`src/verilog/pprs_pkg.sv`:
```
package pprs_pkg;
    // Pin, input and peripheral output counts, selector width
    localparam int NUM_PINS = 36;
    localparam int NUM_INPUTS = 8;
    localparam int NUM_PERIPH_OUT = 37;
    localparam int SEL_W = 6;
    // Register map, byte addresses
    localparam logic [11:0] IN_SEL_BASE = 12'h000;
    localparam logic [11:0] PIN_SEL_BASE = 12'h100;
    localparam logic [11:0] LOCK_ADDR = 12'h200;
    localparam logic [11:0] POR_FLAG_ADDR = 12'h204;
    // Lock register layout and unlock keys
    localparam int LOCK_BIT = 0;
    localparam logic [7:0] UNLOCK_KEY1 = 8'h55;
    localparam logic [7:0] UNLOCK_KEY2 = 8'hAA;
    // Output selector codes
    localparam logic [5:0] OUT_SEL_LATCH = 6'h00;
    localparam logic [5:0] OUT_SEL_MAX = 6'h25;
    // Default pin for each input selector, pins numbered RA0=0x00..RE3=0x23
    localparam logic [SEL_W*NUM_INPUTS-1:0] IN_SEL_DEFAULTS = {
        6'h16, 6'h17, 6'h0A, 6'h09, 6'h05, 6'h0C, 6'h0F, 6'h00};
    localparam logic [5:0] OUT_SEL_DEFAULT = 6'h00;
    typedef enum logic [1:0] {
        pprs_lk_idle,
        pprs_lk_key1,
        pprs_lk_armed
    } pprs_lock_state_t;
endpackage

```
`src/verilog/pprs_route.sv`:
```
// Operation
// - Power-on reset restores all selector defaults
// - Other resets keep all routing selections
// - Output code zero drives pin from latch
// - Output codes 0x01-0x25 pick one peripheral output, higher codes drive zero
// - Input selector bits 7-6 read zero
// - Input selector bits 5-0 pick pin
// - Input codes map RA0 upward through RE3
// - Each input resets to its own pin
// - One dedicated selector per peripheral input
// - Lock bit blocks selector writes
//
// Implementation choices: the register addresses and the APB slave port.
`timescale 1ns/1ps
module pprs_route #(
    parameter int N_PINS = pprs_pkg::NUM_PINS,
    parameter int N_INPUTS = pprs_pkg::NUM_INPUTS,
    parameter int N_POUT = pprs_pkg::NUM_PERIPH_OUT
) (
    input wire logic pclk,
    input wire logic presetn,
    input wire logic por_n,
    input wire logic psel,
    input wire logic penable,
    input wire logic pwrite,
    input wire logic [11:0] paddr,
    input wire logic [31:0] pwdata,
    output logic [31:0] prdata,
    output logic pready,
    output logic pslverr,
    input wire logic [N_PINS-1:0] pin_in,
    input wire logic [N_PINS-1:0] port_latch_bit,
    input wire logic [N_POUT-1:0] periph_out,
    output logic [N_INPUTS-1:0] periph_in,
    output logic [N_PINS-1:0] pin_out
);
    import pprs_pkg::*;

    // Tables in the package fix the counts
    if (N_PINS != NUM_PINS || N_INPUTS != NUM_INPUTS ||
        N_POUT != NUM_PERIPH_OUT) begin : g_bad_counts
        $error("pprs_route: counts must match package tables");
    end

    logic [SEL_W-1:0] in_sel_reg [N_INPUTS];
    logic [SEL_W-1:0] pin_sel_reg [N_PINS];
    logic route_lock_flag_reg;
    logic por_seen_reg;
    pprs_lock_state_t lk_state_reg;
    logic [N_PINS-1:0] pin_s1_reg;
    logic [N_PINS-1:0] pin_s2_reg;
    logic [N_PINS-1:0] pin_out_reg;
    logic [N_INPUTS-1:0] periph_in_reg;
    logic [31:0] prdata_next;
    logic [31:0] prdata_reg;

    logic wr_acc;
    logic [11:0] in_off;
    logic [11:0] pin_off;
    logic in_hit;
    logic pin_hit;
    logic [5:0] idx_in;
    logic [5:0] idx_pin;

    assign pready = 1'b1;
    assign pslverr = 1'b0;
    assign wr_acc = psel & penable & pwrite;
    assign in_off = paddr - IN_SEL_BASE;
    assign pin_off = paddr - PIN_SEL_BASE;
    assign in_hit = paddr[1:0] == 2'h0 && paddr >= IN_SEL_BASE &&
                    in_off < 12'(N_INPUTS * 4);
    assign pin_hit = paddr[1:0] == 2'h0 && paddr >= PIN_SEL_BASE &&
                     pin_off < 12'(N_PINS * 4);
    assign idx_in = in_off[7:2];
    assign idx_pin = pin_off[7:2];

    // Selector storage reset to defaults only by por_n, so presetn keeps routing
    generate
        for (genvar i = 0; i < N_INPUTS; i++) begin : g_in
            always_ff @(posedge pclk or negedge por_n) begin
                if (!por_n) begin
                    in_sel_reg[i] <= IN_SEL_DEFAULTS[i*SEL_W +: SEL_W];
                end else if (wr_acc && in_hit && idx_in == 6'(i) &&
                             !route_lock_flag_reg) begin
                    in_sel_reg[i] <= pwdata[SEL_W-1:0];
                end
            end
        end
        for (genvar p = 0; p < N_PINS; p++) begin : g_pin
            always_ff @(posedge pclk or negedge por_n) begin
                if (!por_n) begin
                    pin_sel_reg[p] <= OUT_SEL_DEFAULT;
                end else if (wr_acc && pin_hit && idx_pin == 6'(p) &&
                             !route_lock_flag_reg) begin
                    pin_sel_reg[p] <= pwdata[SEL_W-1:0];
                end
            end
        end
    endgenerate

    // Lock bit changes only on the write right after the two key writes, or on presetn
    always_ff @(posedge pclk or negedge presetn) begin
        if (!presetn) begin
            lk_state_reg <= pprs_lk_idle;
            route_lock_flag_reg <= 1'b0;
        end else if (wr_acc && paddr == LOCK_ADDR) begin
            unique case (lk_state_reg)
                pprs_lk_idle: begin
                    lk_state_reg <= (pwdata[7:0] == UNLOCK_KEY1) ?
                                    pprs_lk_key1 : pprs_lk_idle;
                end
                pprs_lk_key1: begin
                    lk_state_reg <= (pwdata[7:0] == UNLOCK_KEY2) ?
                                    pprs_lk_armed : pprs_lk_idle;
                end
                pprs_lk_armed: begin
                    route_lock_flag_reg <= pwdata[LOCK_BIT];
                    lk_state_reg <= pprs_lk_idle;
                end
                default: begin
                    lk_state_reg <= pprs_lk_idle;
                end
            endcase
        end else if (wr_acc) begin
            lk_state_reg <= pprs_lk_idle;
        end
    end

    // Reports that a power-on reset occurred; write 1 to clear
    always_ff @(posedge pclk or negedge por_n) begin
        if (!por_n) begin
            por_seen_reg <= 1'b1;
        end else if (wr_acc && paddr == POR_FLAG_ADDR && pwdata[0]) begin
            por_seen_reg <= 1'b0;
        end
    end

    // Pin inputs are asynchronous
    always_ff @(posedge pclk or negedge presetn) begin
        if (!presetn) begin
            pin_s1_reg <= '0;
            pin_s2_reg <= '0;
        end else begin
            pin_s1_reg <= pin_in;
            pin_s2_reg <= pin_s1_reg;
        end
    end

    // Registered routing muxes, updated from the stored selectors
    generate
        for (genvar i = 0; i < N_INPUTS; i++) begin : g_imux
            always_ff @(posedge pclk or negedge presetn) begin
                if (!presetn) begin
                    periph_in_reg[i] <= 1'b0;
                end else if (in_sel_reg[i] < SEL_W'(N_PINS)) begin
                    periph_in_reg[i] <= pin_s2_reg[in_sel_reg[i]];
                end else begin
                    periph_in_reg[i] <= 1'b0;
                end
            end
        end
        for (genvar p = 0; p < N_PINS; p++) begin : g_omux
            always_ff @(posedge pclk or negedge presetn) begin
                if (!presetn) begin
                    pin_out_reg[p] <= 1'b0;
                end else if (pin_sel_reg[p] == OUT_SEL_LATCH) begin
                    pin_out_reg[p] <= port_latch_bit[p];
                end else if (pin_sel_reg[p] <= OUT_SEL_MAX) begin
                    pin_out_reg[p] <= periph_out[pin_sel_reg[p] - 6'h01];
                end else begin
                    pin_out_reg[p] <= 1'b0;
                end
            end
        end
    endgenerate

    assign periph_in = periph_in_reg;
    assign pin_out = pin_out_reg;

    always_comb begin
        prdata_next = '0;
        if (in_hit) begin
            prdata_next[SEL_W-1:0] = in_sel_reg[idx_in[2:0]];
        end else if (pin_hit) begin
            prdata_next[SEL_W-1:0] = pin_sel_reg[idx_pin];
        end else if (paddr == LOCK_ADDR) begin
            prdata_next[LOCK_BIT] = route_lock_flag_reg;
        end else if (paddr == POR_FLAG_ADDR) begin
            prdata_next[0] = por_seen_reg;
        end
    end
    // Read data captured in the setup cycle, stands through the access
    always_ff @(posedge pclk or negedge presetn) begin
        if (!presetn) begin
            prdata_reg <= '0;
        end else if (psel && !penable) begin
            prdata_reg <= prdata_next;
        end
    end
    assign prdata = prdata_reg;

    property p_lock_blocks;
        @(posedge pclk) disable iff (!presetn || !por_n)
        (route_lock_flag_reg && wr_acc && (in_hit || pin_hit)) |=>
            $stable(pin_sel_reg[0]) && $stable(in_sel_reg[0]);
    endproperty
    a_lock_blocks: assert property (p_lock_blocks)
        else $error("Selector changed while locked");

    property p_write_lands;
        @(posedge pclk) disable iff (!presetn || !por_n)
        (wr_acc && in_hit && idx_in == 6'h00 && !route_lock_flag_reg) |=>
            in_sel_reg[0] == $past(pwdata[5:0]);
    endproperty
    a_write_lands: assert property (p_write_lands)
        else $error("Input selector write lost");

    property p_latch_route;
        @(posedge pclk) disable iff (!presetn || !por_n)
        (presetn && pin_sel_reg[0] == OUT_SEL_LATCH) |=>
            pin_out[0] == $past(port_latch_bit[0]);
    endproperty
    a_latch_route: assert property (p_latch_route)
        else $error("Pin not driven from latch");

    property p_periph_route;
        @(posedge pclk) disable iff (!presetn || !por_n)
        (presetn && pin_sel_reg[5] == 6'h05) |=>
            pin_out[5] == $past(periph_out[4]);
    endproperty
    a_periph_route: assert property (p_periph_route)
        else $error("Pin not driven from chosen output");

    property p_upper_zero;
        @(posedge pclk) disable iff (!presetn || !por_n)
        (psel && !penable && in_hit) |=> prdata[31:SEL_W] == '0;
    endproperty
    a_upper_zero: assert property (p_upper_zero)
        else $error("Input selector upper bits nonzero");

    property p_in_route;
        @(posedge pclk) disable iff (!presetn || !por_n)
        ($past(presetn) && presetn && in_sel_reg[1] == 6'h0F) ##1
            (in_sel_reg[1] == 6'h0F) |=>
            periph_in[1] == $past(pin_in[15], 3);
    endproperty
    a_in_route: assert property (p_in_route)
        else $error("Input routed from wrong pin");

    property p_unlock;
        @(posedge pclk) disable iff (!presetn || !por_n)
        $changed(route_lock_flag_reg) |-> $past(lk_state_reg) == pprs_lk_armed;
    endproperty
    a_unlock: assert property (p_unlock)
        else $error("Lock changed without key pair");

    property p_keep;
        @(posedge pclk) disable iff (!por_n)
        $fell(presetn) |-> $stable(pin_sel_reg[2]);
    endproperty
    a_keep: assert property (p_keep)
        else $error("Selector lost on plain reset");
endmodule
```
`config.mk`:
```
export PLATFORM = sky130hd
export DESIGN_NAME = pprs_route
export DESIGN_NICKNAME = d
export VERILOG_FILES = /design/src/verilog/pprs_pkg.sv /design/src/verilog/pprs_route.sv
export SDC_FILE = /design/constraint.sdc
export NUM_CORES = 1
export LEC_CHECK = 0
export BUFFER_PORTS_ARGS = -buffer_cell sky130_fd_sc_hd__buf_4
export CAP_MARGIN = 5
export CELL_PAD_IN_SITES_DETAIL_PLACEMENT = 0
export CELL_PAD_IN_SITES_GLOBAL_PLACEMENT = 1
export CORE_AREA = 2 2 266 399
export DETAILED_ROUTE_END_ITERATION = 6
export DIE_AREA = 0 0 268 401
export PLACE_DENSITY = 0.62
export SLEW_MARGIN = 10
export SYNTH_ARGS = -nofsm -noshare
export SYNTH_HDL_FRONTEND = slang
export SYNTH_SLANG_ARGS = --single-unit
export TNS_END_PERCENT = 1
```
`constraint.sdc`:
```
create_clock -name pclk -period 3.5 [get_ports pclk]
set_clock_uncertainty 0.2 [all_clocks]
set_input_delay 0.35 -clock pclk [delete_from_list [all_inputs] [get_ports pclk]]
set_output_delay 0.35 -clock pclk [all_outputs]
set_load 0.05 [all_outputs]
```
==> impl_metrics.env <==
export IMPL_critical_path_endpoint_type="flop"
export IMPL_final_max_slew_viol_count=0
export IMPL_area_growth_pct=13.1
export IMPL_vdd_drop_max_v=0.000353
export IMPL_timing_worst_slew_pin_value_ns=0.899
export IMPL_switching_power_mw=3.39
export IMPL_syn_cell_area_mm2=0.0362
export IMPL_vias_in_the_first_global_route=29800
export IMPL_grt_util_all_layers_pct=26.1
export IMPL_tritoncts="built"
export IMPL_timing_fmax_mhz=313
export IMPL_number_of_synthesized_flops_with_an_enable_pin=0
export IMPL_cp_slowest_cell="sky130_fd_sc_hd__dlygate4sd3_1"
export IMPL_setup_repair_after_global_routing_missed_its_margin="false"
export IMPL_leakagePower_nw=16.4
export IMPL_cts_buffers=45
export IMPL_timing_hold_violations_final=0
export IMPL_place_detailed_hpwl_um=90800
export IMPL_detail_route_first_pass_iterations=6
export IMPL_drc=0
export IMPL_outcome="finished, final reports clean"
export IMPL_arrival_ns=3.49
export IMPL_drive_gt1_share_pct=38.8
export IMPL_yosys_register_bits=390
export IMPL_clockBufferDepth=3
export IMPL_timing_critical_path_cells="buf_4, mux4_2, mux4_2, mux2_2, o21ai_0, a21oi_1, dlygate4sd3_1"
export IMPL_postSynthAreaPerCell_um2=11.7
export IMPL_critical_path_peak_fanout=11
export IMPL_rows=145
export IMPL_final_min_period_over_clock_period_pct=91.2
export IMPL_asyncSetResetFlopFracSynth_pct=100
export IMPL_proportion_of_synthesized_chip_area_in_sequential_cells_pct=27.0
export IMPL_path_clk_slew_ns=0.07
export IMPL_cts_htree_levels=2
export IMPL_path_class="reg2reg"
export IMPL_clockRootBuffer="sky130_fd_sc_hd__clkbuf_16"
export IMPL_antenna_violating_nets_post_route=0
export IMPL_final_setup_viol_count=0
export IMPL_grt_ovfl_total=0
export IMPL_swShare_pct=28.8
export IMPL_synth_warnings=0
export IMPL_fin_worst_hold_slack_ns=0.0204
export IMPL_final_net_count=3369
export IMPL_largest_register_ff_count=216
export IMPL_seq_power_share_pct=39.5
export IMPL_most_common_cell_after_layout_fill_and_taps_aside="sky130_fd_sc_hd__mux4_2"
export IMPL_clk_latency_ns=0.63
export IMPL_final_min_clock_period_ns=3.19
export IMPL_i_o_pins=237
export IMPL_max_slew_margin_pct=40.1
export IMPL_wire_length_reported_by_the_detailed_router_um=141000
export IMPL_timing_critical_path_mode_cell="sky130_fd_sc_hd__mux4_2"
export IMPL_via_count=29500
export IMPL_post_cts_resized=0
export IMPL_power_density_of_the_placed_cells_mw_per_mm2=288
export IMPL_die_area_mm2=0.107
export IMPL_syn_instance_count=3093
export IMPL_share_clk_of_total_power_pct=44.9
export IMPL_routed_wire_length_per_instance_um=31.1
export IMPL_worst_ep_required_time_ns=3.80
export IMPL_max_cap_viol_count=0
export IMPL_holdCritPathClass="in2reg"
export IMPL_crit_buf_inv=2
export IMPL_internal_power_mw=8.40
export IMPL_yosysUniqueCellTypes=61
export IMPL_synth_flop_cell="sky130_fd_sc_hd__dfrtp_1"
export IMPL_floorplan_die_height_um=401
export IMPL_critical_path_top_delay_family="multiplexers"
export IMPL_count_of_port_buffers_added_during_placement=184
export IMPL_core_region_area_mm2=0.104
export IMPL_worst_setup_path_start_kind="flop"
export IMPL_grt_pass1_wl_um=206000
export IMPL_route_detailed_vias_per_inst=6.52
export IMPL_numClockSinks=390
export IMPL_comb_power_share_pct=15.6
export IMPL_num_antenna_cells=0
export IMPL_cpPeakStageDelay_ns=0.56
export IMPL_fin_tns_setup_ns=0
export IMPL_drt_initial_drc_count=3787
export IMPL_floorplan_initialDensity_pct=34.8
export IMPL_final_weighted_congestion_in_routability_driven_placement=0.946
export IMPL_die_width_um=268
export IMPL_antenna_found_initial=11
export IMPL_mostFrequentLayoutCells="sky130_fd_sc_hd__mux4_2 (509), sky130_fd_sc_hd__dfrtp_1 (370), sky130_fd_sc_hd__buf_4 (285)"
export IMPL_grt_max_degree=98
[power by group through the flow]
stage / Sequential [mW] / Clock (mW) / Combinational, mW
6_report: 4.65 / 5.29 / 1.84
5_1_grt: 4.66 / 5.62 / 1.89
4_1_cts: 4.65 / 5.43 / 1.81
3_5_place_dp: 4.73 / 0 / 1.74
3_3_place_gp: 4.73 / 0 / 1.73
2_1_floorplan: 4.80 / 0 / 0.869
[synthesized netlist by cell type (7+ instances only)]
cell type                  count  area (um^2)
sky130_fd_sc_hd__and3_1       35          219
sky130_fd_sc_hd__nor4b_1      29          254
sky130_fd_sc_hd__a21boi_0      7         52.6
sky130_fd_sc_hd__dfrtp_1     370         9260
sky130_fd_sc_hd__xnor2_1      41          359
sky130_fd_sc_hd__or2_2        41          257
sky130_fd_sc_hd__nand2b_1     15         93.8
sky130_fd_sc_hd__a21oi_1      64          320
sky130_fd_sc_hd__nor2b_1      52          325
sky130_fd_sc_hd__xor2_1      102          893
sky130_fd_sc_hd__nor3b_1      42          315
sky130_fd_sc_hd__a31oi_1      65          407
sky130_fd_sc_hd__mux2_2      264         2970
sky130_fd_sc_hd__buf_4        28          210
sky130_fd_sc_hd__a221oi_1      8         70.1
sky130_fd_sc_hd__nor3_1       74          370
sky130_fd_sc_hd__mux2i_1      97          971
sky130_fd_sc_hd__o31ai_1      38          285
sky130_fd_sc_hd__mux4_2      509        11500
sky130_fd_sc_hd__o22ai_1       9         56.3
sky130_fd_sc_hd__inv_1       144          541
sky130_fd_sc_hd__o32ai_1      31          272
sky130_fd_sc_hd__buf_1        40          150
sky130_fd_sc_hd__clkbuf_1    345         1290
sky130_fd_sc_hd__o211ai_1     38          285
sky130_fd_sc_hd__ha_1        108         1350
sky130_fd_sc_hd__a211oi_1     17          128
sky130_fd_sc_hd__nand2_1      61          229
sky130_fd_sc_hd__nand3b_1     34          255
sky130_fd_sc_hd__nand3_1      78          390
sky130_fd_sc_hd__buf_2        18         90.1
sky130_fd_sc_hd__o21ai_0      84          420
sky130_fd_sc_hd__nor2_1       84          315
sky130_fd_sc_hd__nand4_1      31          194
sky130_fd_sc_hd__dfstp_2      20          526
[per-stage QoR]
step	total power [mW]	instance area (um^2)	setup WS, ns	cells	util (%)
5_1_grt	12.2	41000	0.158	4534	39.4
2_1_floorplan	5.67	36300	0.113	3119	-
6_report	11.8	41000	0.307	4534	39.4
3_5_place_dp	6.48	38600	0.159	4376	37.1
4_1_cts	11.9	41000	0.312	4533	39.4
3_3_place_gp	6.46	38600	0.180	4376	37.1
[kinds of logic after synthesis]
kind of cell    after synthesis  synth area share (%)
compound gates              398                  7.26
xor+xnor                    143                  3.46
fa+ha+maj                   108                  3.73
buf+inv                     575                  6.31
flops                       390                  27.0
mux                         876                  42.7
other cells                   2                0.0207
simple gates                601                  9.47
[area by class of cell]
type	count	area, um^2
Tap cell	1396	1750
Clock inverter	30	404
Sequential cell	390	9780
Timing Repair Buffer	367	3020
Inverter	144	541
Clock buffer	53	1230
Multi-Input combinational cell	2154	24200
Fill cell	9853	63000
[path summary, 6_finish.rpt]
check                                       startpoint                            to  slack (ns)  cells after the start
min reg2reg                   pin_s1_reg[32]$_DFF_PN0_      pin_s2_reg[32]$_DFF_PN0_        0.15                      0
min                                 port_latch_bit[21]         pin_out[21]$_DFF_PN0_        0.02                      3
max                        pin_sel_reg[60]$_DFFE_PN0P_         prdata[0]$_DFFE_PN0P_        0.31                      7
min in group asynchronous                        por_n     in_sel_reg[9]$_DFFE_PN0P_        0.04                      2
max reg2reg                pin_sel_reg[60]$_DFFE_PN0P_         prdata[0]$_DFFE_PN0P_        0.31                      7
max in group asynchronous                        por_n  pin_sel_reg[168]$_DFFE_PN0P_        2.10                      3
[repair_timing]
item | in CTS | in global routing
endpoints found under the hold margin | 299 | 1
hold buffers | 74 | 1
buffers inserted | 0 | 0
[metal layers]
metal / vias to the layer above / GRT usage [%] / part of all wire [%]
met5: - / 0 / 0.013
met4: 4 / 15.1 / 7.1
met3: 521 / 4.98 / 9.8
met2: 2004 / 42.3 / 47
met1: 15100 / 32.3 / 36
li1: 11900 / - / -
[worst reg2reg max path: stages, from the launching register on]
cell	delay, ns
sky130_fd_sc_hd__dfrtp_1	0.47
sky130_fd_sc_hd__buf_4	0.25
sky130_fd_sc_hd__mux4_2	0.51
sky130_fd_sc_hd__mux4_2	0.51
sky130_fd_sc_hd__mux2_2	0.32
sky130_fd_sc_hd__o21ai_0	0.18
sky130_fd_sc_hd__a21oi_1	0.09
sky130_fd_sc_hd__dlygate4sd3_1	0.56
(Power assumes the default switching activity.)
